File: src/logic/rcm_pkg.sv
package rcm_pkg;
   // Register offsets (byte addresses).
   localparam logic [7:0] ADDR_CTRL = 8'h00;
   localparam logic [7:0] ADDR_COND = 8'h04;
   localparam logic [7:0] ADDR_EFFECT = 8'h08;
   localparam logic [7:0] ADDR_DIAG = 8'h0C;
   localparam logic [7:0] ADDR_WAKE = 8'h10;
   localparam logic [7:0] ADDR_IRQ_STAT = 8'h14;
   localparam logic [7:0] ADDR_IRQ_CLR = 8'h18;
   localparam logic [7:0] ADDR_IRQ_EN = 8'h1C;
   localparam logic [7:0] ADDR_CNT = 8'h20;
   // Condition bit positions.
   localparam int C_IPOR = 0;
   localparam int C_EPOR = 1;
   localparam int C_UV5 = 2;
   localparam int C_OV5 = 3;
   localparam int C_UVT = 4;
   localparam int C_OVT = 5;
   localparam int C_OVB = 6;
   localparam int NCOND = 7;
   // Control bit positions.
   localparam int K_BUS_EN = 0;
   localparam int K_WAKE_A = 1;
   localparam int K_WAKE_B = 2;
   localparam int K_AFTERRUN = 3;
   localparam int K_AUX = 4;
   localparam int K_DELAY_KEEP = 5;
   localparam logic [7:0] CTRL_RESET = 8'h00;
   // Release delay before configuration is accepted.
   localparam int REL_DELAY_NS = 1000;
   localparam int CLK_PERIOD_NS = 4;
   localparam int REL_CYCLES = (REL_DELAY_NS + CLK_PERIOD_NS - 1) / CLK_PERIOD_NS;
   localparam int DOFF_DELAY_NS = 4000;
   localparam int DOFF_CYCLES = DOFF_DELAY_NS / CLK_PERIOD_NS;
   // Bus transceiver modes.
   typedef enum logic [1:0] {RCM_BUS_OFF, RCM_BUS_RXONLY, RCM_BUS_CFG} rcm_bus_mode_t;
endpackage : rcm_pkg

File: src/logic/rcm_matrix.sv
// Our own choices: the register offsets and the AHB-Lite register port.
`timescale 1ns/1ps
// Notes on behaviour
// - Power stages off except tracker conditions.
// - Serial and SPI off for resets, 5V faults.
// - Delayed outputs off, or delayed off on 5V.
// - Bus off, receive-only, else follows enables.
// - Release delay before bus configuration accepted.
// - Reset pins low for resets, 5V faults.
// - Internal reset pulldown only with supply.
// - Watchdog sequence reset, restarts after release.
// - Clear watchdog counters, flags, configuration.
// - General bits reset; wake flags on undervoltage.
// - General reset covers only the interrupt enables.
// - Delayed switch-off keeps only the delay-keep control bit.
// - Combined wake is OR of three flags.
module rcm_matrix (
   input wire logic CLK,
   input wire logic SRST,
   input wire logic [6:0] COND_IN,
   input wire logic SUPPLY_OK,
   input wire logic RESET_PIN_IN,
   input wire logic WAKE_INT_EV,
   input wire logic WAKE_BUS_EV,
   input wire logic WAKE_EOT_EV,
   input wire logic HSEL,
   input wire logic [31:0] HADDR,
   input wire logic [1:0] HTRANS,
   input wire logic HWRITE,
   input wire logic [2:0] HSIZE,
   input wire logic [31:0] HWDATA,
   input wire logic HREADY,
   output logic [31:0] HRDATA,
   output logic HREADYOUT,
   output logic HRESP,
   output logic STAGES_EN,
   output logic SERIAL_EN,
   output logic DOFF_A_EN,
   output logic DOFF_B_EN,
   output logic [1:0] BUS_MODE,
   output logic RESET_PIN_OE,
   output logic RESET_PIN_OUT,
   output logic PERIPH_RESET_PIN_OE,
   output logic PERIPH_RESET_PIN_OUT,
   output logic WD_RESTART,
   output logic WAKE_ANY,
   output logic IRQ
);
   typedef struct packed {
      logic [6:0] c1;
      logic [6:0] c2;
      logic [6:0] prev;
      logic rp1;
      logic rp2;
      logic rp_prev;
      logic sup1;
      logic sup2;
      logic [7:0] ctrl;
      logic [6:0] diag;
      logic [2:0] wake;
      logic [6:0] irq_stat;
      logic [6:0] irq_en;
      logic [15:0] rel_cnt;
      logic cfg_ok;
      logic [15:0] doff_cnt;
      logic doff_on;
      logic [7:0] wd_cnt;
      logic wd_hold;
      logic wd_restart;
      logic stages;
      logic [1:0] bus_mode;
      logic serial;
      logic pin_low;
      logic ph_act;
      logic ph_wr;
      logic [7:0] ph_addr;
      logic [31:0] rdata;
   } rcm_state_t;

   rcm_state_t s_q;
   rcm_state_t s_d;
   logic [6:0] cnd;
   logic rst_grp;
   logic stage_off;
   logic por_any;
   logic gen_clr;
   logic doff_kill;
   logic doff_run;
   logic bus_off;
   logic bus_rx;
   logic pd_ok;
   logic [7:0] ctrl_kept;
   logic [6:0] cnd_rise;
   logic [6:0] diag_set;
   logic [31:0] rd_word;

   assign cnd = s_q.c2;
   assign rst_grp = cnd[rcm_pkg::C_IPOR] | cnd[rcm_pkg::C_EPOR] | cnd[rcm_pkg::C_UV5]
      | cnd[rcm_pkg::C_OV5];
   assign stage_off = rst_grp | cnd[rcm_pkg::C_OVB];
   assign por_any = cnd[rcm_pkg::C_IPOR] | cnd[rcm_pkg::C_EPOR];
   assign gen_clr = por_any | cnd[rcm_pkg::C_UV5];
   assign doff_kill = por_any | cnd[rcm_pkg::C_OVB];
   assign doff_run = cnd[rcm_pkg::C_UV5] | cnd[rcm_pkg::C_OV5];
   assign bus_off = cnd[rcm_pkg::C_IPOR] | cnd[rcm_pkg::C_OV5];
   assign bus_rx = cnd[rcm_pkg::C_EPOR] | cnd[rcm_pkg::C_UV5];
   assign pd_ok = s_q.sup2 | ~cnd[rcm_pkg::C_IPOR];
   assign ctrl_kept = s_q.ctrl & (8'h01 << rcm_pkg::K_DELAY_KEEP);

   for (genvar i = 0; i < rcm_pkg::NCOND; i++) begin : g_cond
      assign cnd_rise[i] = cnd[i] & ~s_q.prev[i];
      assign diag_set[i] = cnd[i] & (i != rcm_pkg::C_OV5) & (i != rcm_pkg::C_IPOR)
         & (i != rcm_pkg::C_EPOR);
   end : g_cond

   always_comb begin
      rd_word = 32'h00000000;
      unique case (HADDR[7:0])
         rcm_pkg::ADDR_CTRL: begin
            rd_word = {24'h000000, s_q.ctrl};
         end
         rcm_pkg::ADDR_COND: begin
            rd_word = {25'h0000000, cnd};
         end
         rcm_pkg::ADDR_EFFECT: begin
            rd_word = {24'h000000, s_q.bus_mode, s_q.pin_low,
               s_q.doff_on, s_q.serial, s_q.stages, s_q.cfg_ok, s_q.wd_hold};
         end
         rcm_pkg::ADDR_DIAG: begin
            rd_word = {25'h0000000, s_q.diag};
         end
         rcm_pkg::ADDR_WAKE: begin
            rd_word = {29'h00000000, s_q.wake};
         end
         rcm_pkg::ADDR_IRQ_STAT: begin
            rd_word = {25'h0000000, s_q.irq_stat};
         end
         rcm_pkg::ADDR_IRQ_EN: begin
            rd_word = {25'h0000000, s_q.irq_en};
         end
         rcm_pkg::ADDR_CNT: begin
            rd_word = {24'h000000, s_q.wd_cnt};
         end
         default: begin
            rd_word = 32'h00000000;
         end
      endcase
   end

   always_comb begin
      s_d = s_q;
      s_d.c1 = COND_IN;
      s_d.c2 = s_q.c1;
      s_d.prev = cnd;
      s_d.rp1 = RESET_PIN_IN;
      s_d.rp2 = s_q.rp1;
      s_d.rp_prev = s_q.rp2;
      s_d.sup1 = SUPPLY_OK;
      s_d.sup2 = s_q.sup1;
      s_d.wd_restart = 1'b0;
      s_d.stages = ~stage_off;
      s_d.serial = ~rst_grp;
      if (doff_kill) begin
         s_d.doff_on = 1'b0;
         s_d.doff_cnt = '0;
      end else if (doff_run) begin
         if (s_q.doff_cnt == 16'(rcm_pkg::DOFF_CYCLES)) begin
            s_d.doff_on = 1'b0;
         end else begin
            s_d.doff_cnt = s_q.doff_cnt + 16'h0001;
         end
      end else begin
         s_d.doff_on = 1'b1;
         s_d.doff_cnt = '0;
      end
      if (rst_grp | ~s_q.rp2) begin
         s_d.cfg_ok = 1'b0;
         s_d.rel_cnt = '0;
      end else if (!s_q.cfg_ok) begin
         if (s_q.rel_cnt == 16'(rcm_pkg::REL_CYCLES)) begin
            s_d.cfg_ok = 1'b1;
         end else begin
            s_d.rel_cnt = s_q.rel_cnt + 16'h0001;
         end
      end
      if (bus_off) begin
         s_d.bus_mode = rcm_pkg::RCM_BUS_OFF;
      end else if (bus_rx | ~s_q.cfg_ok) begin
         s_d.bus_mode = rcm_pkg::RCM_BUS_RXONLY;
      end else if (s_q.ctrl[rcm_pkg::K_BUS_EN] | s_q.ctrl[rcm_pkg::K_WAKE_A]
            | s_q.ctrl[rcm_pkg::K_WAKE_B]) begin
         s_d.bus_mode = rcm_pkg::RCM_BUS_CFG;
      end else begin
         s_d.bus_mode = rcm_pkg::RCM_BUS_OFF;
      end
      s_d.pin_low = rst_grp;
      if (rst_grp) begin
         s_d.wd_hold = 1'b1;
         s_d.wd_cnt = '0;
      end else begin
         s_d.wd_hold = 1'b0;
         s_d.wd_restart = s_q.wd_hold;
         s_d.wd_cnt = s_q.wd_cnt + 8'h01;
      end
      s_d.irq_stat = s_q.irq_stat;
      // Bus data phase.
      s_d.ph_act = 1'b0;
      if (s_q.ph_act && s_q.ph_wr) begin
         unique case (s_q.ph_addr)
            rcm_pkg::ADDR_CTRL: begin
               s_d.ctrl = HWDATA[7:0];
            end
            rcm_pkg::ADDR_DIAG: begin
               s_d.diag = s_q.diag & ~HWDATA[6:0];
            end
            rcm_pkg::ADDR_WAKE: begin
               s_d.wake = s_q.wake & ~HWDATA[2:0];
            end
            rcm_pkg::ADDR_IRQ_EN: begin
               s_d.irq_en = HWDATA[6:0];
            end
            rcm_pkg::ADDR_IRQ_CLR: begin
               s_d.irq_stat = s_q.irq_stat & ~HWDATA[6:0];
            end
            default: begin
            end
         endcase
      end
      s_d.wake = s_d.wake | {WAKE_EOT_EV, WAKE_BUS_EV, WAKE_INT_EV};
      s_d.diag = s_d.diag | diag_set;
      // Condition rising edges raise sticky status; the set wins over a clear.
      s_d.irq_stat = s_d.irq_stat | cnd_rise;
      if (cnd[rcm_pkg::C_UV5]) begin
         s_d.wake = '0;
      end
      if (gen_clr) begin
         s_d.irq_en = '0;
      end
      if (por_any) begin
         s_d.diag = '0;
      end
      if (rst_grp) begin
         if (s_q.doff_on & s_q.ctrl[rcm_pkg::K_DELAY_KEEP]) begin
            s_d.ctrl = ctrl_kept;
         end else begin
            s_d.ctrl = rcm_pkg::CTRL_RESET;
         end
      end
      if (HSEL && HREADY && HTRANS[1]) begin
         s_d.ph_act = 1'b1;
         s_d.ph_wr = HWRITE;
         s_d.ph_addr = HADDR[7:0];
         s_d.rdata = rd_word;
      end
   end

   always_ff @(posedge CLK) begin
      if (SRST) begin
         s_q <= '0;
      end else begin
         s_q <= s_d;
      end
   end

   assign HRDATA = s_q.rdata;
   assign HREADYOUT = 1'b1;
   assign HRESP = 1'b0;
   assign STAGES_EN = s_q.stages;
   assign SERIAL_EN = s_q.serial;
   assign DOFF_A_EN = s_q.doff_on;
   assign DOFF_B_EN = s_q.doff_on;
   assign BUS_MODE = s_q.bus_mode;
   assign RESET_PIN_OE = s_q.pin_low & pd_ok;
   assign RESET_PIN_OUT = 1'b0;
   assign PERIPH_RESET_PIN_OE = RESET_PIN_OE;
   assign PERIPH_RESET_PIN_OUT = 1'b0;
   assign WD_RESTART = s_q.wd_restart;
   assign WAKE_ANY = |s_q.wake;
   assign IRQ = |(s_q.irq_stat & s_q.irq_en);
endmodule : rcm_matrix

File: config.mk
export PLATFORM = sky130hd
export DESIGN_NAME = rcm_matrix
export DESIGN_NICKNAME = d
export VERILOG_FILES = /design/src/logic/rcm_pkg.sv /design/src/logic/rcm_matrix.sv
export SDC_FILE = /design/constraint.sdc
export NUM_CORES = 1
export LEC_CHECK = 0
export BUFFER_PORTS_ARGS = -buffer_cell sky130_fd_sc_hd__clkbuf_2
export CORE_UTILIZATION = 45
export DETAILED_ROUTE_END_ITERATION = 12
export GPL_TIMING_DRIVEN = 0
export PLACE_DENSITY = 0.71
export RECOVER_POWER = 50
export SLEW_MARGIN = 20
export SYNTH_ARGS = -nofsm -noshare
export SYNTH_HDL_FRONTEND = slang
export SYNTH_SLANG_ARGS = --single-unit
export TNS_END_PERCENT = 5
File: constraint.sdc
create_clock -name CLK -period 1.9 [get_ports CLK]
set_input_delay 0 -clock CLK [delete_from_list [all_inputs] [get_ports CLK]]
set_output_delay 0 -clock CLK [all_outputs]
set_load 0.05 [all_outputs]
; ---- After elaboration in Yosys (flattened, before gate mapping)
; Index checks and enable logic that the tools add are counted.
[op_classes]
n_addsub = 3
eq_ne = 15
mux = 17
bitwise_logic = 45
n_reduce_logical = 22
[ops]
columns = cell, count
row1 = $pmux W8 S8, 1
row2 = $eq A8 B5 Y1 const B, 6
row3 = $mux W42, 1
row4 = $add A16 B1 Y16 const B, 2
row5 = $mux W32, 1
row6 = $eq A8 B4 Y1 const B, 3
row7 = $and A7 B7 Y7, 3
row8 = $mux W7, 3
row9 = $eq A16 B10 Y1 const B, 1
row10 = $eq A16 B8 Y1 const B, 1
row11 = $logic_not A8 Y1, 2
row12 = $mux W8, 2
row13 = $not A1 Y1, 14
row14 = $or A7 B7 Y7, 2
row15 = $reduce_or A2 Y1, 7
row16 = $or A1 B1 Y1, 13
row17 = $and A1 B1 Y1, 9
row18 = $reduce_or A3 Y1, 3
row19 = $add A8 B1 Y8 const B, 1
row20 = $eq A8 B3 Y1 const B, 1
row21 = $eq A8 B6 Y1 const B, 1
row22 = $not A7 Y7, 1
row23 = $reduce_or A7 Y1, 1
row24 = $mux W1, 6
row25 = 12 further kinds, 17
[word_totals]
regBits = 148
out_inout_bits = 47
wordCells = 131

; ---- Logic depth before layout (Yosys ltp)
; Gate-level depths: netlist of the first run.
[logic_depth]
ltp_word = 5
depth_mapped = 6
mapped_depth_nobuf = 6

; ---- Worst setup path before layout of the first run
; Ideal clock, no wire load.
[synth_timing]
path_kind = register -> output
start = register s_q[48] (netlist name)
end = output port RESET_PIN_OE
arrival_time_ps = 1923
required_ps = 1900
setup_slack_ps = -23
path_stages_with_launch = 3
path_cell_list = dfxtp_1 a21boi_0 buf_4
[synth_rtl]
columns = element, line
row1 = to (decl), rcm_matrix.sv:41  ; output logic RESET_PIN_OE,

; ---- Final worst setup path of the first run
[layout_timing]
start = register s_q[34] (netlist bit)
end = register s_q[94] (netlist bit)
[layout_via]
elab_chain_cells = 2
[layout_rtl]
columns = element, line
row1 = from (decl), rcm_matrix.sv:80  ; rcm_state_t s_q;
row2 = from (signal assigned), rcm_matrix.sv:259  ; s_q <= '0;
row3 = from (signal assigned), rcm_matrix.sv:261  ; s_q <= s_d;
row4 = $eq A8 B5 Y1, rcm_matrix.sv:209  ; unique case (s_q.ph_addr)
row5 = $reduce_and A2 Y1 (no source line), --
; Every way passes these cells.
; A chain may end at the register's enable or synchronous reset.

==> results.toml, run 1 <==
[timing]
hold_viol_final = 0
setup-violations-final = 8
drv_slew = 0
slew_headroom_pct = 38.34
fin_worst_hold_slack_ns = 0.02541
setup_slack_ns = -0.07433
finalWorstPathRequiredPeriod_ns = 1.974
rsz0062_at_grt = "yes"
fmax_ghz = 0.5065
finalSetupTns_ns = -0.4711
tightest_slew_ns = 0.9124
finClkSkew_ns = 0.006818
period_share_pct = 103.9

[cts]
cts_setup_buffers = 0
cts_buffer_depth = 2
cts.sinks = 123
clockRootBuffer = "clkbuf_16"
clk_latency_ns = 0.41
cts_tree = "yes"
path_clk_slew_ns = 0.05
cts_buffers = 17
htreeDepth = 4

[run]
drv_cap = 0

[placement]
dpl.hpwl_um = 9555
place_area_sq_um = 6087
numPortBuffers = 49
finalWeightedCongestion = 0.9367

[die]
die_area_sq_um = 12810
coreArea_sq_um = 12010
top_level_ports = 133
num_rows = 40
initial_core_util_pct = 46.29
die_w_um = 113.2
die_h_um = 113.2

[cells_and_area]
diodes = 0
post-route-util_pct = 58.36
fin_area_sq_um = 7010
final_nets = 840
area_growth_pct = 26.08
drive_above_1_share_pct = 17.08

[grt]
busiest_layer = "met2"
antenna_found_initial = 0
grt_max_degree = 17
grt_pass1_vias = 4526
grt_pass1_wl_um = 21940
met2_usage_pct = 35.38
met1_usage_pct = 27.57
track_usage_pct = 21.75
met3_usage_pct = 5.570
grt_overflow = 0

[min_path]
hp-start = "HADDR[5]"
holdCritPathClass = "primary input to flop"

[synthesis]
synthArstFlopShare_pct = 0
synth_edf_count = 0
synth.yosys.seq_area_share_pct = 44.28
ys_top_cells_by_area = "dfxtp_1, mux2i_1, buf_4"
synth_area_sq_um = 5560
ys_warn_count = 0
ys.flop_type = "dfxtp_1"
ys_ff_latch = 123
yosysTopAreaCellShare_pct = 44.28
synthDistinctLibCells = 60
syn-instance-count = 626
synth_area_leader_cell = "dfxtp_1"
avgSynthCellArea_sq_um = 8.882

[power]
power_density_nw_per_um2 = 936.5
ir_drop_mv = 0.5629
p_leak_nw = 2.851

[worst_setup_path]
timing.critical_path.from = "s_q[34]$_SDFFE_PP0P_"
max_stage_delay_ns = 0.81
cp_max_fo = 7
critPathArrivalTime_ns = 2.26
slowest_stage = "nor4bb_1"
required_ns = 2.18
path_cells = "nor4bb_1 > nand3_2 > mux2i_1 > nor2_1"
start_kind = "flop"
worstSetupEndpointType = "flop"
r2r-start = "s_q[34]$_SDFFE_PP0P_"
path_class = "flop to flop"

[detailed_routing]
drt_wl_total_um = 13500
drt_iter0_markers = 384
drt_pass1_iterations = 4
drc = 0
routedWlPerCell_um = 14.87
drt-vias-per-instance = 5.369
ant_nets = 0
num_vias = 4875

[outcome]
violations = "negative setup slack"
status = "complete, but fails checks"
## kinds of logic after synthesis
kind of cell / count (synthesis) / synth area share (%)
muxes: 39 / 7.088
and+or+nand+nor: 241 / 23.49
adders and majority gates: 5 / 1.125
DFF: 123 / 44.28
other: 2 / 0.1351
buffers and inverters: 88 / 8.686
AOI/OAI and AO/OA: 105 / 11.57
xor gates and xnor gates: 23 / 3.623
## report_power, final
| part | total [mW] | switching (mW) | leakage (nW) | internal, mW |
|---|---|---|---|---|
| Clock | 3.28 | 1.08 | 0.290 | 2.19 |
| Combinational | 0.589 | 0.386 | 1.56 | 0.203 |
| Sequential | 2.70 | 0.0563 | 1.00 | 2.64 |
| Total | 6.57 | 1.53 | 2.85 | 5.04 |
## final timing paths
| check | depth (start not counted) | to | slack [ns] |
|---|---|---|---|
| max | 4 | s_q[94]$_SDFFE_PP0P_ | -0.07 |
| min | 3 | s_q[37]$_SDFFE_PP0P_ | 0.03 |
| max reg2reg | 4 | s_q[94]$_SDFFE_PP0P_ | -0.07 |
| min reg2reg | 1 | s_d[125]$_SDFF_PP0_ | 0.43 |
## per-stage QoR
step           power, mW  setup slack, ns  std cells
2_1_floorplan      3.137           0.2668        652
3_3_place_gp       3.270          -0.1229        848
3_5_place_dp       3.278          -0.1500        848
4_1_cts            6.593         0.003096        908
5_1_grt            6.775          -0.1432        908
6_report           6.565         -0.07433        908
## worst max-delay path: cells and delay by family, from the launching register on
family | cells | cell delay (ns)
flip-flops | 1 | 0.38
multiplexers | 1 | 0.24
AND/OR/NAND/NOR | 3 | 1.22
## final cells by class
class	count	area [sq um]
fill	1058	5001
multi-input combinational	441	2755
sequential	123	2462
timing repair buffer	78	515.5
clock buffer	25	495.5
buffer	63	394.1
tap	147	183.9
clock inverter	6	110.1
inverter	25	93.84
## cell usage in the layout, fill, tap and decap left out, types with 4 or more instances in the layout
| cell | Yosys | final |
|---|---|---|
| nor2_1 | 54 | 53 |
| nand4_1 | 7 | 7 |
| clkbuf_2 | 0 | 36 |
| mux2i_1 | 36 | 36 |
| clkbuf_8 | 0 | 4 |
| or3_1 | 14 | 13 |
| nor4_1 | 12 | 11 |
| nand2b_1 | 9 | 9 |
| buf_4 | 40 | 40 |
| nand2_1 | 52 | 52 |
| and3_1 | 8 | 8 |
| nor2b_1 | 21 | 21 |
| o221ai_1 | 5 | 5 |
| clkbuf_16 | 0 | 17 |
| a21oi_1 | 37 | 37 |
| xnor2_1 | 12 | 12 |
| xor2_1 | 11 | 11 |
| dlygate4sd3_1 | 0 | 29 |
| o21ai_0 | 35 | 35 |
| inv_1 | 25 | 25 |
| a31oi_1 | 4 | 4 |
| a32oi_1 | 4 | 4 |
| nor3_1 | 13 | 12 |
| dfxtp_1 | 123 | 123 |
| nand3_1 | 20 | 18 |
| clkbuf_1 | 18 | 34 |
| ha_1 | 5 | 5 |
| conb_1 | 2 | 28 |
## cell usage after synthesis (5+ instances only)
cell / instances
nand2b_1: 9
o221ai_1: 5
ha_1: 5
xnor2_1: 12
o21ai_0: 35
and3_1: 8
nor4_1: 12
nand4_1: 7
dfxtp_1: 123
mux2i_1: 36
a21oi_1: 37
clkbuf_1: 18
buf_4: 40
nand3_1: 20
or3_1: 14
nor3_1: 13
nor2b_1: 21
inv_1: 25
xor2_1: 11
nor2_1: 54
nand2_1: 52
## metal layers
metal / vias up / share of wire [%] / wire, um
li1: 2376 / - / -
met3: 20 / 6.5 / 873
met2: 187 / 48 / 6425
met5: - / 0 / 0
met1: 2292 / 45 / 6031
met4: 0 / 1.3 / 172
## sequential cells by signal, summed over array words and instances (netlist names)
name / cells
s_q: 91
s_d: 10
HRDATA: 8
cnd: 7
BUS_MODE: 2
DOFF_A_EN: 1
SERIAL_EN: 1
STAGES_EN: 1
WD_RESTART: 1
ctrl_kept: 1
## timing repair
item,in CTS,in global routing
setup endpoints to repair,32,35
gates resized for setup,5,10
hold endpoints to repair,42,0
hold buffers,29,0
(Power assumes the default switching activity.)
==> run 2: changes to the inputs <==
- TNS_END_PERCENT: 5 -> 10
==> results.toml, run 2 (same netlist as run 1, synthesis figures left out) <==
[detailed_routing]
drt_iter0_markers = 462
drc = 0
drt_pass1_iterations = 5
ant_nets = 0
num_vias = 4875
drt-vias-per-instance = 5.375
routedWlPerCell_um = 14.93
drt_wl_total_um = 13550

[cts]
cts_buffers = 17
cts.sinks = 123
cts_tree = "yes"
clk_latency_ns = 0.41
clockRootBuffer = "clkbuf_16"
path_clk_slew_ns = 0.05
cts_buffer_depth = 2
htreeDepth = 4

[placement]
finalWeightedCongestion = 0.9367
numPortBuffers = 49
dpl.hpwl_um = 9555
pre_cts_ws_ns = -0.1500

[worst_setup_path]
start_kind = "flop"
critPathArrivalTime_ns = 2.23
worstSetupEndpointType = "flop"
cp_max_fo = 7
required_ns = 2.18
path_class = "flop to flop"

[timing]
fmax_ghz = 0.5136
tightest_slew_ns = 0.8861
hold_viol_final = 0
fin_worst_hold_slack_ns = 0.03253
rsz0062_at_grt = "yes"
finClkSkew_ns = 0.006031
setup-violations-final = 8
finalWorstPathRequiredPeriod_ns = 1.947
slew_headroom_pct = 40.12
period_share_pct = 102.5
setup_slack_ns = -0.04718
drv_slew = 0

[cells_and_area]
layout_commonest_cell = "dfxtp_1"
layout_common_cells = "dfxtp_1, nor2_1, nand2_1, buf_4, a21oi_1"
diodes = 0
regMostFlops = "s_q"
drive_above_1_share_pct = 16.97
final_nets = 839
fill_cells = 1059
largest_register_ffs = 91
seqCellArea_sq_um = 2462
area_growth_pct = 25.99
multi_input_area_sq_um = 2755

[power]
comb_power_share_pct = 9.0
internal_power_mw = 5.038
p_seq_share_pct = 41.1
switching_share_pct = 23.38
p_clk_share_pct = 50.0
power_density_nw_per_um2 = 938.6
switchingPower_mw = 1.537
p_leak_nw = 2.848
ir_drop_mv = 0.5657

[outcome]
status = "complete, but fails checks"
violations = "negative setup slack"

[grt]
grt_pass1_vias = 4526
met2_usage_pct = 35.38
antenna_found_initial = 0
met3_usage_pct = 5.570
grt_pass1_wl_um = 21940
met1_usage_pct = 27.57
busiest_layer = "met2"
track_usage_pct = 21.75
grt_max_degree = 17
grt_overflow = 0

[die]
initial_core_util_pct = 46.29
die_area_sq_um = 12810
die_h_um = 113.2
num_rows = 40
coreArea_sq_um = 12010
top_level_ports = 133
die_w_um = 113.2

[run]
drv_cap = 0

[min_path]
holdCritPathClass = "primary input to flop"
-- run 2: path summary, 6_finish.rpt --
path	from	slack, ns	to	cells past startpoint
worst min register to register	s_d[126]$_SDFF_PP0_	0.43	s_d[125]$_SDFF_PP0_	1
worst max-delay path	s_q[34]$_SDFFE_PP0P_	-0.05	s_q[94]$_SDFFE_PP0P_	4
worst max register to register	s_q[34]$_SDFFE_PP0P_	-0.05	s_q[94]$_SDFFE_PP0P_	4
worst min-delay path	HADDR[5]	0.03	s_q[37]$_SDFFE_PP0P_	3
-- run 2: area by class of cell --
cell class	instances	area share, %
inverters	25	1.340
plain buffers	62	5.555
flip-flops and latches	123	35.15
clock buffers	25	7.073
well taps	147	2.625
repair buffers	78	7.358
clock inverters	6	1.572
multi-input cells	441	39.33
-- run 2: repair_timing --
item | 4_1_cts | 5_1_grt
resized for setup | 5 | 8
hold buffers | 29 | 0
cloned | 0 | 0
endpoints found under the setup margin | 32 | 35
buffers inserted | 0 | 0
hold endpoints to repair | 42 | 0
-- run 2: metrics by stage --
| stage | util (%) | cell area, sq um | instances | setup TNS (ns) | power (mW) |
|---|---|---|---|---|---|
| after CTS | 58.28 | 7000 | 908 | 0 | 6.593 |
| after floorplan | - | 5658 | 652 | 0 | 3.137 |
| after global placement | 50.68 | 6087 | 848 | -1.904 | 3.270 |
| after detailed placement | 50.68 | 6087 | 848 | -2.370 | 3.278 |
| after global routing | 58.32 | 7005 | 907 | -1.002 | 6.774 |
| final | 58.32 | 7005 | 907 | -0.2521 | 6.575 |
-- run 2: per-layer routing --
metal / share of wire (%) / up-vias
met5: 0 / -
met4: 1.3 / 0
met3: 6.4 / 19
met2: 47 / 201
met1: 45 / 2281
li1: - / 2374
-- run 2: power by group through the flow --
stage,Combinational (mW),Sequential (mW),Clock [mW]
after floorplan,0.388,2.75,0
after global placement,0.525,2.74,0
after detailed placement,0.530,2.75,0
after CTS,0.581,2.70,3.32
after global routing,0.630,2.70,3.44
final,0.589,2.70,3.29
-- run 2: critical path, stage by stage (launching register included) --
cell and delay, ns:
dfxtp_1 0.38, nor4bb_1 0.79, nand3_2 0.35, mux2i_1 0.24
nor2_1 0.06
